$ cat src/core/npd_defines.svh
// Functional notes
// - preamble is sync a, sync b, info, length
// - info bits 0-4 give data type
// - info bit 7 flags payload error
// - info bits 8-12 kept, not interpreted
// - detect set on preamble, cleared after 4097 frames
// - lost syncs raise pin 0, drop detect
// - info and length readable at 0fh-12h
// - detect flag readable in status register
`ifndef NPD_DEFINES_SVH
`define NPD_DEFINES_SVH

// ----------------------------------------
// preamble words and info fields
// ----------------------------------------
`define NPD_SYNC_A 16'hf872
`define NPD_SYNC_B 16'h4e1f
`define NPD_WORD_LAST 5'h0f
`define NPD_PC_ERR 7
`define NPD_TYPE_NULL 5'h00
`define NPD_TYPE_RES_A 5'h02
`define NPD_TYPE_PAUSE 5'h03
`define NPD_TYPE_RES_B 5'h0a
`define NPD_TYPE_RES_LOW 5'h10

// ----------------------------------------
// register map and bits
// ----------------------------------------
`define NPD_ADDR_STATUS 5'h07
`define NPD_ADDR_PC0 5'h0f
`define NPD_ADDR_PC1 5'h10
`define NPD_ADDR_PD0 5'h11
`define NPD_ADDR_PD1 5'h12
`define NPD_ADDR_INFO 5'h1c
`define NPD_ADDR_IRQ_STAT 5'h1d
`define NPD_ADDR_IRQ_MASK 5'h1e
`define NPD_ADDR_CTRL 5'h1f
`define NPD_STAT_DETECT 6
`define NPD_STAT_UNLOCK 4
`define NPD_IRQ_BURST 0
`define NPD_IRQ_LOST 1
`define NPD_IRQ_UNLOCK 2

// ----------------------------------------
// timing
// ----------------------------------------
`define NPD_NOBURST_FRAMES 13'h1000
`define NPD_CLK_NS 40
`define NPD_SUBFRAME_NS 10240
`define NPD_GAP_CYC ((`NPD_SUBFRAME_NS * 7) / (2 * `NPD_CLK_NS))
`define NPD_LOCK_SYNCS 3'h4
`define NPD_HOLD_NS 1000000

`endif

$ cat src/core/npd_pkg.sv
`include "npd_defines.svh"
package npd_pkg;

   // ----------------------------------------
   // types
   // ----------------------------------------
   typedef enum logic [1:0] {NPD_HUNT, NPD_GOT_A, NPD_GOT_B, NPD_GOT_C} npd_burst_type;

   typedef struct packed {
      logic clk;
      logic sync;
      logic lr;
      logic data;
   } npd_link_type;

   typedef struct packed {
      logic valid;
      logic sync;
      logic left;
      logic [15:0] data;
   } npd_word_type;

   typedef struct packed {
      npd_link_type s1;
      npd_link_type s2;
   } npd_sync_state_type;

   typedef struct packed {
      logic prev_clk;
      logic [4:0] bitcnt;
      logic [15:0] shift;
      logic left;
      npd_word_type word;
   } npd_deser_state_type;

   typedef struct packed {
      npd_burst_type burst;
      logic [15:0] pc_tmp;
      logic [15:0] pc_buf;
      logic [15:0] pd_buf;
      logic detect;
      logic [12:0] frame_cnt;
      logic [9:0] gap_cnt;
      logic unlocked;
      logic [2:0] relock_cnt;
      logic [19:0] hold_cnt;
      logic interrupt_out_0;
      logic [2:0] irq_stat;
      logic [2:0] irq_mask;
      logic unlock_mask;
      logic [7:0] rdata;
   } npd_core_state_type;

endpackage

$ cat src/core/npd_burst_detect.sv
// Strobed register access and the register addresses were decided locally.
`timescale 1ns/1ps
`include "npd_defines.svh"
module npd_burst_detect #(
   parameter int HOLD_CYC = `NPD_HOLD_NS / `NPD_CLK_NS
) (
   input wire logic clk_i,
   input wire logic rst_n_i,
   input wire logic ce_i,
   input wire logic link_clk_i,
   input wire logic link_sync_i,
   input wire logic link_lr_i,
   input wire logic link_data_i,
   input wire logic [4:0] bus_addr_i,
   input wire logic [7:0] bus_wdata_i,
   input wire logic bus_wr_i,
   input wire logic bus_rd_i,
   output logic [7:0] bus_rdata_o,
   output logic irq_o,
   output logic interrupt_out_0_o,
   output logic detect_o
);
   // ----------------------------------------
   // link front end
   // ----------------------------------------
   npd_pkg::npd_link_type link_raw;
   npd_pkg::npd_link_type link_s;
   npd_pkg::npd_word_type wd;
   npd_pkg::npd_core_state_type st, next_st;
   logic [2:0] ev;
   logic [7:0] info;

   assign link_raw = '{clk: link_clk_i, sync: link_sync_i, lr: link_lr_i, data: link_data_i};

   npd_sync u_sync (
      .clk_i(clk_i),
      .rst_n_i(rst_n_i),
      .ce_i(ce_i),
      .d_i(link_raw),
      .q_o(link_s)
   );

   npd_deser u_deser (
      .clk_i(clk_i),
      .rst_n_i(rst_n_i),
      .ce_i(ce_i),
      .link_i(link_s),
      .word_o(wd)
   );

   // ----------------------------------------
   // burst info decode
   // ----------------------------------------
   // type decode for software; bits 8-12 are left to software
   always_comb begin
      info = 8'h00;
      info[0] = st.pc_buf[4:0] == `NPD_TYPE_NULL;
      info[1] = st.pc_buf[4:0] == `NPD_TYPE_PAUSE;
      info[2] = st.pc_buf[4:0] == `NPD_TYPE_RES_A || st.pc_buf[4:0] == `NPD_TYPE_RES_B
         || st.pc_buf[4:0] >= `NPD_TYPE_RES_LOW;
      info[3] = st.pc_buf[`NPD_PC_ERR];
   end

   // ----------------------------------------
   // core next state
   // ----------------------------------------
   // one process for lock, parsing, timeout and registers
   always_comb begin
      next_st = st;
      ev = 3'h0;
      next_st.rdata = 8'h00;
      // time since the last subframe sync
      if (wd.sync) begin
         next_st.gap_cnt = 10'h000;
      end else if (st.gap_cnt != 10'(`NPD_GAP_CYC)) begin
         next_st.gap_cnt = 10'(st.gap_cnt + 10'h001);
      end
      // lock loss after between three and four missing syncs
      if (!wd.sync && st.gap_cnt == 10'(`NPD_GAP_CYC - 1)) begin
         next_st.relock_cnt = 3'h0;
         next_st.hold_cnt = 20'h00000;
         if (!st.unlocked) begin
            next_st.unlocked = 1'b1;
            ev[`NPD_IRQ_UNLOCK] = 1'b1;
         end
      end else if (st.unlocked) begin
         // relock after a few syncs, then hold the pin a while longer
         if (wd.sync && st.relock_cnt != `NPD_LOCK_SYNCS) begin
            next_st.relock_cnt = 3'(st.relock_cnt + 3'h1);
         end
         if (st.relock_cnt == `NPD_LOCK_SYNCS) begin
            if (st.hold_cnt == 20'(HOLD_CYC - 1)) begin
               next_st.unlocked = 1'b0;
            end else begin
               next_st.hold_cnt = 20'(st.hold_cnt + 20'h00001);
            end
         end
      end
      // frames since the last preamble, saturating just past the limit
      if (wd.valid && wd.left && st.frame_cnt <= `NPD_NOBURST_FRAMES) begin
         next_st.frame_cnt = 13'(st.frame_cnt + 13'h0001);
      end
      if (st.detect && st.frame_cnt > `NPD_NOBURST_FRAMES) begin
         next_st.detect = 1'b0;
         ev[`NPD_IRQ_LOST] = 1'b1;
      end
      // preamble search; a repeated sync a restarts the match
      if (wd.valid) begin
         case (st.burst)
            npd_pkg::NPD_HUNT: begin
               if (wd.data == `NPD_SYNC_A) begin
                  next_st.burst = npd_pkg::NPD_GOT_A;
               end
            end
            npd_pkg::NPD_GOT_A: begin
               if (wd.data == `NPD_SYNC_B) begin
                  next_st.burst = npd_pkg::NPD_GOT_B;
               end else if (wd.data != `NPD_SYNC_A) begin
                  next_st.burst = npd_pkg::NPD_HUNT;
               end
            end
            npd_pkg::NPD_GOT_B: begin
               next_st.pc_tmp = wd.data;
               next_st.burst = npd_pkg::NPD_GOT_C;
            end
            npd_pkg::NPD_GOT_C: begin
               // both buffers move in the same cycle, info held verbatim
               next_st.pc_buf = st.pc_tmp;
               next_st.pd_buf = wd.data;
               next_st.detect = 1'b1;
               next_st.frame_cnt = 13'h0000;
               next_st.burst = npd_pkg::NPD_HUNT;
               ev[`NPD_IRQ_BURST] = 1'b1;
            end
            default: begin
               next_st.burst = npd_pkg::NPD_HUNT;
            end
         endcase
      end
      // no stream, no detect: payload guesses would be stale
      if (next_st.unlocked) begin
         next_st.detect = 1'b0;
      end
      // register writes; write one to clear, an event in the same cycle wins
      if (bus_wr_i) begin
         case (bus_addr_i)
            `NPD_ADDR_IRQ_STAT: begin
               next_st.irq_stat = st.irq_stat & ~bus_wdata_i[2:0];
            end
            `NPD_ADDR_IRQ_MASK: begin
               next_st.irq_mask = bus_wdata_i[2:0];
            end
            `NPD_ADDR_CTRL: begin
               next_st.unlock_mask = bus_wdata_i[0];
            end
            default: begin
            end
         endcase
      end
      next_st.irq_stat = next_st.irq_stat | ev;
      // register reads; unmapped addresses answer zero
      if (bus_rd_i) begin
         case (bus_addr_i)
            `NPD_ADDR_STATUS: begin
               next_st.rdata[`NPD_STAT_DETECT] = st.detect;
               next_st.rdata[`NPD_STAT_UNLOCK] = st.unlocked;
            end
            `NPD_ADDR_PC0: next_st.rdata = st.pc_buf[7:0];
            `NPD_ADDR_PC1: next_st.rdata = st.pc_buf[15:8];
            `NPD_ADDR_PD0: next_st.rdata = st.pd_buf[7:0];
            `NPD_ADDR_PD1: next_st.rdata = st.pd_buf[15:8];
            `NPD_ADDR_INFO: next_st.rdata = info;
            `NPD_ADDR_IRQ_STAT: next_st.rdata = {5'h00, st.irq_stat};
            `NPD_ADDR_IRQ_MASK: next_st.rdata = {5'h00, st.irq_mask};
            `NPD_ADDR_CTRL: next_st.rdata = {7'h00, st.unlock_mask};
            default: next_st.rdata = 8'h00;
         endcase
      end
      // pin follows lock loss unless masked
      next_st.interrupt_out_0 = next_st.unlocked && !next_st.unlock_mask;
   end

   // ----------------------------------------
   // state register and outputs
   // ----------------------------------------
   // buffers clear at reset so software never reads junk
   always_ff @(posedge clk_i or negedge rst_n_i) begin
      if (!rst_n_i) begin
         st <= '0;
      end else if (ce_i) begin
         st <= next_st;
      end
   end

   assign bus_rdata_o = st.rdata;
   assign irq_o = |(st.irq_stat & st.irq_mask);
   assign interrupt_out_0_o = st.interrupt_out_0;
   assign detect_o = st.detect;
endmodule

$ cat src/core/npd_sync.sv
`timescale 1ns/1ps
module npd_sync (
   input wire logic clk_i,
   input wire logic rst_n_i,
   input wire logic ce_i,
   input wire npd_pkg::npd_link_type d_i,
   output npd_pkg::npd_link_type q_o
);
   npd_pkg::npd_sync_state_type st, next_st;

   // two stages; only the second stage leaves this module
   always_comb begin
      next_st = st;
      next_st.s1 = d_i;
      next_st.s2 = st.s1;
   end

   always_ff @(posedge clk_i or negedge rst_n_i) begin
      if (!rst_n_i) begin
         st <= '0;
      end else if (ce_i) begin
         st <= next_st;
      end
   end

   assign q_o = st.s2;
endmodule

$ cat src/core/npd_deser.sv
`timescale 1ns/1ps
`include "npd_defines.svh"
module npd_deser (
   input wire logic clk_i,
   input wire logic rst_n_i,
   input wire logic ce_i,
   input wire npd_pkg::npd_link_type link_i,
   output npd_pkg::npd_word_type word_o
);
   npd_pkg::npd_deser_state_type st, next_st;

   // shift msb first on each rising link clock; sync marks bit 0 of a subframe
   always_comb begin
      next_st = st;
      next_st.prev_clk = link_i.clk;
      next_st.word.valid = 1'b0;
      next_st.word.sync = 1'b0;
      if (link_i.clk && !st.prev_clk) begin
         if (link_i.sync) begin
            next_st.shift = {15'h0000, link_i.data};
            next_st.bitcnt = 5'h01;
            next_st.left = link_i.lr;
            next_st.word.sync = 1'b1;
         end else if (st.bitcnt != 5'h00 && st.bitcnt <= `NPD_WORD_LAST) begin
            next_st.shift = {st.shift[14:0], link_i.data};
            next_st.bitcnt = 5'(st.bitcnt + 5'h01);
            // bits past the word are ignored until the next sync
            if (st.bitcnt == `NPD_WORD_LAST) begin
               next_st.word.valid = 1'b1;
               next_st.word.data = {st.shift[14:0], link_i.data};
               next_st.word.left = st.left;
            end
         end
      end
   end

   always_ff @(posedge clk_i or negedge rst_n_i) begin
      if (!rst_n_i) begin
         st <= '0;
      end else if (ce_i) begin
         st <= next_st;
      end
   end

   assign word_o = st.word;
endmodule

$ cat config.mk
export PLATFORM = sky130hd
export DESIGN_NAME = npd_burst_detect
export DESIGN_NICKNAME = d
export VERILOG_FILES = /design/src/core/npd_pkg.sv /design/src/core/npd_burst_detect.sv /design/src/core/npd_sync.sv /design/src/core/npd_deser.sv
export VERILOG_INCLUDE_DIRS = /design/src /design/src/core
export SDC_FILE = /design/constraint.sdc
export NUM_CORES = 1
export LEC_CHECK = 0
export BUFFER_PORTS_ARGS = -buffer_cell sky130_fd_sc_hd__buf_2
export CORE_MARGIN = 4
export CORE_UTILIZATION = 48
export DETAILED_ROUTE_END_ITERATION = 7
export GPL_TIMING_DRIVEN = 0
export SYNTH_ARGS = -nofsm -noshare
export SYNTH_HDL_FRONTEND = slang
export SYNTH_SLANG_ARGS = --single-unit
$ cat constraint.sdc
create_clock -name clk_i -period 3.47 [get_ports clk_i]
set_input_delay 0.694 -clock clk_i [delete_from_list [all_inputs] [get_ports clk_i]]
set_output_delay 0.694 -clock clk_i [all_outputs]
set_load 0.01 [all_outputs]
==> impl_metrics.yaml, run 1 <==
drt:
  drc: 0
  drt-initial-drc-count: 383
  drt-pass1-iter-count: 5
  vias_per_cell: 5.75
  vias: 5777
  post_drt_wl_per_cell_um: 17.3
  antenna_left: 0
  wirelength_um: 17300
global_route:
  grt_first_pass_wirelength_um: 29500
  overflow: 0
  antenna_found_initial: 0
  grt_max_degree: 89
  grtUsageTotal_pct: 20.1
  grt_pass1_vias: 5773
final_layout:
  area_growth_pct: 12.8
  postLayoutCellArea_um2: 8710
  antenna_cells: 0
  drive_gt1_share_pct: 17.5
  instances_no_fill: 1005
  final_nets: 811
logic_synthesis:
  seq_area_frac_synth_pct: 52.9
  synth.area.mux_share_pct: 7.95
  ys_warn_count: 0
  synthDominantCellAreaShare_pct: 52.9
  avgSynthCellArea_um2: 10.5
  synth_top_family_by_area: "simple AND/OR/NAND/NOR gates"
  ys_top_cells_by_area: "dfrtp_1, nand2_1, mux2_2"
  synth_async_sr_flop_share_pct: 100
  ys.flop_type: "dfrtp_1"
  synth_top_area_cell: "dfrtp_1"
  synth_enable_flop_cells: 0
  synth_compound_area_share_pct: 13.8
  synth-simple-area-share_pct: 19.0
  yosys.cell_types.count: 74
  syn_inst: 736
  ys_ff_latch: 163
  synth-adder-area-share_pct: 1.62
  netlist_area_um2: 7720
  syn-num-nets: 768
  synth-xor-area-share_pct: 1.02
setup_path:
  critical_path_arrival_ns: 2.96
  startpoint_type: "flop"
  rr_endpoint: "st[32]"
  reg2reg_from: "st[40]"
  crit_type: "flop to flop"
  rr_worst_depth: 8
  worst_setup_path_end_kind: "flop"
  crit_required_ns: 3.78
  worst-path-max-fanout: 10
  cp-startpoint: "st[40]"
  ff2ff_setup_slack_ns: 0.81
floorplan:
  start_util_pct: 48.8
  dieArea_um2: 18200
  die_x_um: 135
  die_y_um: 135
  ios: 33
  rows: 46
  core_area_um2: 15800
outcome:
  run_status: "completed"
place:
  numPlacedInstances: 975
  dp.final_hpwl_um: 12300
  post_dp_cell_area_um2: 8130
  io_buffers: 22
  gp_congestion: 0.841
pwr:
  p_sw_share_pct: 24.4
  power_frac_seq_pct: 49.7
  p_switching_w: 0.00102
  power.density_nw_per_um2: 479
  intPower_w: 0.00315
  ir_worst_vdd_mv: 0.447
  power.clock.fraction_pct: 43.3
  pwr-share-comb_pct: 7.0
  p_leak_nw: 4.08
sta:
  fmax_mhz: 376
  drv_slew: 0
  worst_pin_slew_ns: 0.883
  hold_viol: 0
  finalSetupTns_ns: 0
  setup_viol: 0
  min_period_ns: 2.66
  rsz0062_at_grt: "false"
  max_slew_margin_pct: 40.6
  fin_skew_ns: 0.0100
  min_period_over_period_pct: 76.6
clock_tree:
  clock-root-buffer: "clkbuf_16"
  cts_sinks: 163
  cts_buffers: 17
  htree_levels: 4
  post_cts_buffers: 0
  insertion_delay_ns: 0.42
  ctsHoldBuffers: 0
  cts_tree: "built"
  clock_path_buffers: 2
  cts_resized: 0
  clk_pin_slew_worst_paths_ns: 0.06
flow_run:
  cap_violations: 0
worst_hold_path:
  hold_class: "input pin to async pin"
## flip-flops by register name, summed over array words and instances, names as in the netlist, named ones only
name and cells:
bus_rdata_o 8, detect_o 1, info 1, interrupt_out_0_o 1
st 102, u_deser.st 22, u_deser.word_o 19, u_sync.next_st 4
u_sync.q_o 4
## per-layer routing
metal | vias to the layer above | global-route usage, % | wire length [um]
met4 | 0 | 5.15 | 227
met5 | - | 0 | 0
li1 | 2760 | - | -
met2 | 90 | 31.2 | 8050
met1 | 2911 | 29.1 | 8520
met3 | 16 | 4.25 | 535
## critical path, cell delays in order, from the launching register on
cell      delay (ns)
dfrtp_1         0.42
ha_1            0.23
nand3_1         0.16
or3_1           0.39
clkbuf_1        0.21
nor2_1          0.32
clkbuf_1        0.46
a31oi_1         0.16
o22a_1          0.21
## area by class of cell
type / instances / area (um2)
buffer: 42 / 225
clock buffer: 17 / 425
clock inverter: 12 / 135
fill: 1451 / 7120
inverter: 16 / 60.1
multi-input combinational: 515 / 3360
sequential: 163 / 4080
tap: 216 / 270
timing repair buffer: 24 / 153
## Yosys cell counts, drive strengths merged, types with 7 or more instances
library cell	number
nor2	26
or3	8
buf	14
clkbuf	28
o211ai	8
a22oi	7
and3	14
nand3	32
dfrtp	163
o21ai	25
mux2	50
nor4	9
nand2	152
o2bb2ai	9
a31oi	7
or4	8
nor3	8
xor2	7
o31ai	9
ha	10
a21oi	14
inv	16
nand4	11
a22o	26
## through the flow
stage	utilization, %	hold slack [ns]	setup slack [ns]	total power (W)
after floorplan	-	0.398	1.20	0.00227
after global placement	51.2	0.453	-0.751	0.00238
after detailed placement	51.4	0.455	0.544	0.00240
after CTS	54.9	0.301	0.799	0.00421
after global routing	55.0	0.337	0.578	0.00435
final	55.0	0.282	0.811	0.00417
## power by group through the flow
stage / logic, W / registers [W] / clock network [W]
floorplan: 0.000195 / 0.00208 / 0
global placement: 0.000282 / 0.00210 / 0
detailed placement: 0.000296 / 0.00211 / 0
CTS: 0.000298 / 0.00207 / 0.00184
global route: 0.000337 / 0.00209 / 0.00193
finish: 0.000293 / 0.00207 / 0.00180
## placed cells by master, fill, tap and decap left out, types with 5 or more instances in the layout
master and count:
dfrtp_1 163, nand2_1 151, mux2_2 50, nand3_1 32, clkbuf_1 26, nor2_1 26, a22o_1 26, o21ai_0 23
buf_2 23, clkbuf_16 17, inv_1 16, and3_1 13, a21oi_1 12, nand4_1 11, ha_1 10, o2bb2ai_1 9
nor4_1 8, nor3_1 8, o211ai_1 8, o31ai_1 8, buf_4 8, a22oi_1 7, a31oi_1 7, xor2_1 7
or3_1 6, or4_2 6, nand2b_1 6, mux2i_1 5, o22ai_1 5, nor2b_1 5
## logic make-up after synthesis
logic type | count (synthesis)
buffers and inverters | 58
xor gates and xnor gates | 9
adders and majority gates | 10
DFF | 163
and+or+nand+nor | 300
muxes | 55
AOI/OAI and AO/OA | 141
## worst max path at each step
stage,to,cells past startpoint
floorplan,st[22],7
global placement,u_deser.word_o[12],1
detailed placement,st[91],7
CTS,st[30],8
global route,st[32],8
finish,st[32],8
(Power assumes the default switching activity.)
==> inputs of run 2 (changes only) <==
Settings changed: ABC_AREA set to 1.
Clock period 3.47 ns to 2.48 ns, I/O delays scaled along.
==> run 2 against run 1 <==
Effect of this change: the flow now finishes with violations (hold timing); core utilization rose by 1.2 points; sequential share of layout area fell by 3.6 points; die area rose by 7.4%; largest cell class unchanged.
==> impl_metrics.yaml, run 2 <==
outcome:
  run_status: "finished with violations"
  violations: "hold timing"
logic_synthesis:
  ys_ff_latch: 163
  synthTopCellsByCount: "nand2_1, dfrtp_1, inv_1"
  seq_area_frac_synth_pct: 49.0
  synth_enable_flop_cells: 0
  ys_warn_count: 0
  yosys.cell_types.count: 42
  ys.flop_type: "dfrtp_1"
  synth_top_area_cell: "dfrtp_1"
  syn_inst: 1064
  syn-num-nets: 1096
  netlist_area_um2: 8320
  avgSynthCellArea_um2: 7.82
  synthDominantCellAreaShare_pct: 49.0
  ys_top_cells_by_area: "dfrtp_1, nand2_1, o21ai_0"
  yosysMostFrequentCell: "nand2_1"
  synth_async_sr_flop_share_pct: 100
sta:
  hold_ws_ns: -0.00736
  fmax_mhz: 471
  min_period_ns: 2.13
  min_period_over_period_pct: 85.7
  worst_pin_slew_ns: 0.568
  max_slew_margin_pct: 62.0
  fin_ws_ns: 0.355
  fin_skew_ns: 0.00780
  setup_viol: 0
  hold_viol: 2
  drv_slew: 0
  rsz0062_at_grt: "false"
  finalSetupTns_ns: 0
global_route:
  grtUsageTotal_pct: 21.5
  met1_usage_pct: 30.5
  grt_max_degree: 105
  met2_usage_pct: 34.3
  grt_util_met3_pct: 3.74
  grt_pass1_vias: 6741
  busiest_layer: "met2"
  overflow: 0
  antenna_found_initial: 0
  grt_first_pass_wirelength_um: 34100
clock_tree:
  cts_sinks: 163
  clock-root-buffer: "clkbuf_16"
  cts_tree: "built"
  htree_levels: 4
  clock_path_buffers: 2
  clk_pin_slew_worst_paths_ns: 0.06
  insertion_delay_ns: 0.43
  ctsHoldBuffers: 0
  post_cts_buffers: 0
  cts_resized: 0
  cts_buffers: 17
drt:
  vias: 6953
  drc: 0
  drt-pass1-iter-count: 7
  drt-initial-drc-count: 431
  wirelength_um: 20700
  antenna_left: 0
  vias_per_cell: 5.18
  post_drt_wl_per_cell_um: 15.4
place:
  pre_cts_ws_ns: 0.379
  dp.final_hpwl_um: 15100
  io_buffers: 27
  gp_congestion: 0.911
flow_run:
  cap_violations: 0
final_layout:
  drive_gt1_share_pct: 11.4
  final_nets: 1143
  largest_reg_flops: 102
  regMostFlops: "st"
  final_cell_mix: "nand2_1, dfrtp_1, inv_1, o21ai_0, nor2_1"
  antenna_cells: 0
  layout_commonest_cell: "nand2_1"
  utilization_pct: 56.2
  area_growth_pct: 13.3
setup_path:
  cpMaxStageDelayCell: "dfrtp_1"
  crit_top_cell: "nand2_1"
  crit_required_ns: 2.83
  startpoint_type: "flop"
  worst-path-max-fanout: 10
  max_stage_delay_ns: 0.47
  crit_type: "flop to flop"
  critical_path_arrival_ns: 2.48
  crit_chain: "ha_1 > nand2_1 > inv_1 > nand3_1 > nor2_1 > nand3_1 > nand2_1 > nand2_2 > nand2_4 > buf_6 > nand2_1 > o21ai_2"
  worst_setup_path_end_kind: "flop"
pwr:
  p_leak_nw: 4.54
  power.density_nw_per_um2: 706
  ir_worst_vdd_mv: 0.475
floorplan:
  die_y_um: 140
  start_util_pct: 49.7
  core_area_um2: 16800
  ios: 33
  die_x_um: 140
  rows: 47
  dieArea_um2: 19500
worst_hold_path:
  hold_class: "input pin to async pin"
==> run 2: cell types whose count changed after synthesis, moves of 12 or more <==
cell	change
o21ai_0	+83
a22o_1	-25
and3_1	-13
nand3_1	+33
nand4_1	+33
nand2_2	+12
o21ai_1	+16
nand2_1	+150
mux2_2	-48
inv_1	+120
nor2_1	+54
o21ai_2	+14
==> run 2: report_power, final <==
group          internal [W]  switching (W)  leakage, nW  total [W]
Combinational      0.000240       0.000470         2.07   0.000710
Sequential          0.00285       0.000143         2.15    0.00299
Clock               0.00191        0.00105        0.313    0.00296
==> run 2: path summary, 6_finish.rpt <==
check | start | end | slack (ns) | cells past startpoint
min in group clk_i | link_lr_i | u_sync.next_st[1] | 0.29 | 3
setup reg to reg | st[16] | st[31] | 0.35 | 12
hold reg to reg | u_sync.next_st[0] | u_sync.next_st[0] | 0.47 | 2
setup / recovery | st[16] | st[31] | 0.35 | 12
max in group asynchronous | rst_n_i | u_deser.st[40] | 1.59 | 2
hold / removal | rst_n_i | st[56] | -0.007 | 1
==> run 2: stage by stage <==
step / cell area (um2) / total power [W] / std cells
after floorplan: 8320 / 0.00350 / 1064
after global placement: 8730 / 0.00373 / 1311
after detailed placement: 8770 / 0.00375 / 1312
after CTS: 9430 / 0.00672 / 1343
after global routing: 9430 / 0.00697 / 1343
final: 9430 / 0.00666 / 1343
==> run 2: cell families after synthesis <==
kind of cell	count (synthesis)	share of synthesized area (%)
fa+ha+maj	10	1.50
mux	2	0.271
compound gates	169	11.6
flops	163	49.0
simple gates	538	28.3
xor+xnor	5	0.526
buf+inv	177	8.84
==> run 2: cell type report <==
class,count,area (um2)
inverters,138,523
fillers,1626,7330
clock inverters,10,205
flip-flops and latches,163,4080
multi-input cells,724,3510
plain buffers,39,213
well taps,220,275
clock buffers,21,450
repair buffers,28,173
==> run 2: metal layers <==
| layer | share of wire, % | wire length [um] | vias to the layer above |
|---|---|---|---|
| li1 | - | - | 3544 |
| met1 | 48 | 9960 | 3268 |
| met2 | 47 | 9680 | 119 |
| met3 | 3.7 | 759 | 22 |
| met4 | 1.4 | 281 | 0 |
| met5 | 0 | 0 | - |
==> run 2: critical path, delay by kind of cell (launching register included) <==
family | cells | cell delay, ns
flip-flops | 1 | 0.47
adder cells (fa/ha/maj) | 1 | 0.36
buffers and inverters | 2 | 0.31
AND/OR/NAND/NOR | 8 | 0.85
AO/OA/AOI/OAI | 1 | 0.05
==> inputs of run 3 (changes only) <==
Settings changed: SYNTH_HIERARCHICAL set to 1.
==> run 3 against run 2 <==
Effect of this change: register-to-register slack improved by 0.11 ns; sequential share of layout area down 2.1 points; clock power decreased by 10%; the run still ends with hold timing left; largest power group unchanged; combinational power decreased by 7.6%; largest cell class unchanged.
==> impl_metrics.yaml, run 3 <==
flow_run:
  cap_violations: 0
place:
  pre_cts_ws_ns: 0.317
  post_dp_cell_area_um2: 9310
  io_buffers: 27
  dp.final_hpwl_um: 14500
  gp_congestion: 0.863
  numPlacedInstances: 1414
sta:
  rsz0062_at_grt: "false"
  min_period_over_period_pct: 81.2
  hold_ws_ns: -0.00542
  worst_pin_slew_ns: 0.579
  min_period_ns: 2.01
  drv_slew: 0
  hold_viol: 2
  max_slew_margin_pct: 61.4
  fmax_mhz: 497
  setup_viol: 0
  fin_skew_ns: 0.0161
  fin_ws_ns: 0.467
final_layout:
  postLayoutCellArea_um2: 9900
  final_nets: 1236
  antenna_cells: 0
  fillers: 1754
  final_cell_mix: "nand2_1, inv_1, dfrtp_1, o21ai_0, nor2_1"
  drive_gt1_share_pct: 13.8
  area_growth_pct: 11.9
  regMostFlops: "st"
  utilization_pct: 54.9
  largest_reg_flops: 102
  instances_no_fill: 1446
  layout_commonest_cell: "nand2_1"
global_route:
  grtUsageTotal_pct: 20.3
  grt_pass1_vias: 6932
  grt_first_pass_wirelength_um: 33700
  grt_max_degree: 93
  antenna_found_initial: 0
  overflow: 0
setup_path:
  crit_required_ns: 2.77
  reg2reg_from: "u_deser/st[36]"
  path_buf_inv: 3
  rr_worst_depth: 9
  startpoint_type: "flop"
  worst-path-max-fanout: 10
  critPathTopFamily: "buffers and inverters"
  critical_path_arrival_ns: 2.31
  crit_chain: "ha_1 > nand3_2 > inv_1 > ha_1 > inv_1 > nand2_1 > nand3_1 > clkbuf_1 > o21ai_0"
  max_stage_delay_ns: 0.42
  ff2ff_setup_slack_ns: 0.47
  rr_endpoint: "u_deser/st[24]"
  crit_type: "flop to flop"
  cpMaxStageDelayCell: "dfrtp_1"
  worst_setup_path_end_kind: "flop"
clock_tree:
  clk_pin_slew_worst_paths_ns: 0.07
  ctsHoldBuffers: 0
  clock_path_buffers: 2
  cts_resized: 0
  cts_sinks: 163
  post_cts_buffers: 0
  htree_levels: 4
  cts_tree: "built"
  insertion_delay_ns: 0.43
  clock-root-buffer: "clkbuf_16"
  cts_buffers: 17
floorplan:
  start_util_pct: 49.1
  dieArea_um2: 20700
  die_y_um: 144
  core_area_um2: 18000
  die_x_um: 144
  rows: 49
  ios: 33
logic_synthesis:
  ys_top_cells_by_area: "dfrtp_1, nand2_1, inv_1"
  syn_inst: 1157
  yosys.cell_types.count: 42
  yosysMostFrequentCell: "nand2_1"
  synth_enable_flop_cells: 0
  synthTopCellsByCount: "nand2_1, inv_1, dfrtp_1"
  netlist_area_um2: 8850
  syn-num-nets: 1189
  seq_area_frac_synth_pct: 46.1
  ys_ff_latch: 163
  synth_top_area_cell: "dfrtp_1"
  ys_warn_count: 6
  avgSynthCellArea_um2: 7.65
  synthDominantCellAreaShare_pct: 46.1
  ys.flop_type: "dfrtp_1"
  synth_async_sr_flop_share_pct: 100
drt:
  drc: 0
  post_drt_wl_per_cell_um: 13.9
  vias_per_cell: 5.08
  wirelength_um: 20100
  antenna_left: 0
  vias: 7341
  drt-initial-drc-count: 414
  drt-pass1-iter-count: 4
outcome:
  violations: "hold timing"
  run_status: "finished with violations"
pwr:
  p_leak_nw: 5.09
  ir_worst_vdd_mv: 0.490
  power.density_nw_per_um2: 633
worst_hold_path:
  hold_class: "input pin to async pin"
## run 3: cell count changes after synthesis, sizes merged, moves of 2 or more
cell    before  now
inv        137  176
buf         20   50
nand2      318  342
nand4       44   65
o21ai      137  121
clkbuf      19   11
a21oi       11   14
nor2        83   86
clkinv       1    3
nand3       65   67
nor3b        2    0
o21a         2    0
o21bai       5    3
or2          7    9
## run 3: layer usage
| metal | part of all wire, % | up-vias | track usage, % |
|---|---|---|---|
| li1 | - | 3756 | - |
| met1 | 50 | 3427 | 29.4 |
| met2 | 45 | 142 | 31.4 |
| met3 | 4.2 | 16 | 4.06 |
| met4 | 0.76 | 0 | 4.91 |
| met5 | 0 | - | 0 |
## run 3: worst max-delay path by stage
stage                     cells after the start  slack [ns]                 end            from
after global routing                          9        0.26      u_deser/st[23]  u_deser/st[36]
after detailed placement                      5        0.32              st[46]            ce_i
after CTS                                     9        0.45      u_deser/st[24]  u_deser/st[36]
after floorplan                               9        0.80      u_deser/st[21]  u_deser/st[36]
after global placement                        1       -1.75  u_deser/word_o[13]         rst_n_i
final                                         9        0.47      u_deser/st[24]  u_deser/st[36]
## run 3: logic make-up after synthesis
group | count (synthesis) | synth area share (%)
adder cells (fa/ha/maj) | 10 | 1.41
XOR/XNOR | 5 | 0.495
multiplexers | 2 | 0.254
AND/OR/NAND/NOR | 587 | 29.6
buffers and inverters | 240 | 12.5
flip-flops | 163 | 46.1
AO/OA/AOI/OAI | 150 | 9.64
## run 3: area by class of cell
| class | instances | area [um2] | area share (%) |
|---|---|---|---|
| inverters | 179 | 677 | 6.84 |
| clock buffers | 19 | 443 | 4.47 |
| plain buffers | 61 | 428 | 4.32 |
| flip-flops and latches | 163 | 4080 | 41.2 |
| clock inverters | 13 | 148 | 1.49 |
| multi-input cells | 754 | 3670 | 37.0 |
| well taps | 229 | 287 | 2.89 |
| repair buffers | 28 | 173 | 1.74 |
## run 3: per-stage QoR
stage / power, W / setup TNS (ns)
2_1_floorplan: 0.00343 / 0
3_3_place_gp: 0.00365 / -282.42
3_5_place_dp: 0.00366 / 0
4_1_cts: 0.00635 / 0
5_1_grt: 0.00659 / 0
6_report: 0.00627 / 0
## run 3: where the power goes
| group | switching [W] | internal, W |
|---|---|---|
| sequential | 0.000141 | 0.00281 |
| clock | 0.00114 | 0.00153 |
| combinational | 0.000420 | 0.000235 |
## run 3: worst reg2reg max path: cells and delay by family (launching register included)
kind                       cells  cell delay, ns
and+or+nand+nor                3            0.44
adders and majority gates      2            0.41
AOI/OAI and AO/OA              1            0.14
buffers and inverters          3            0.46
DFF                            1            0.42
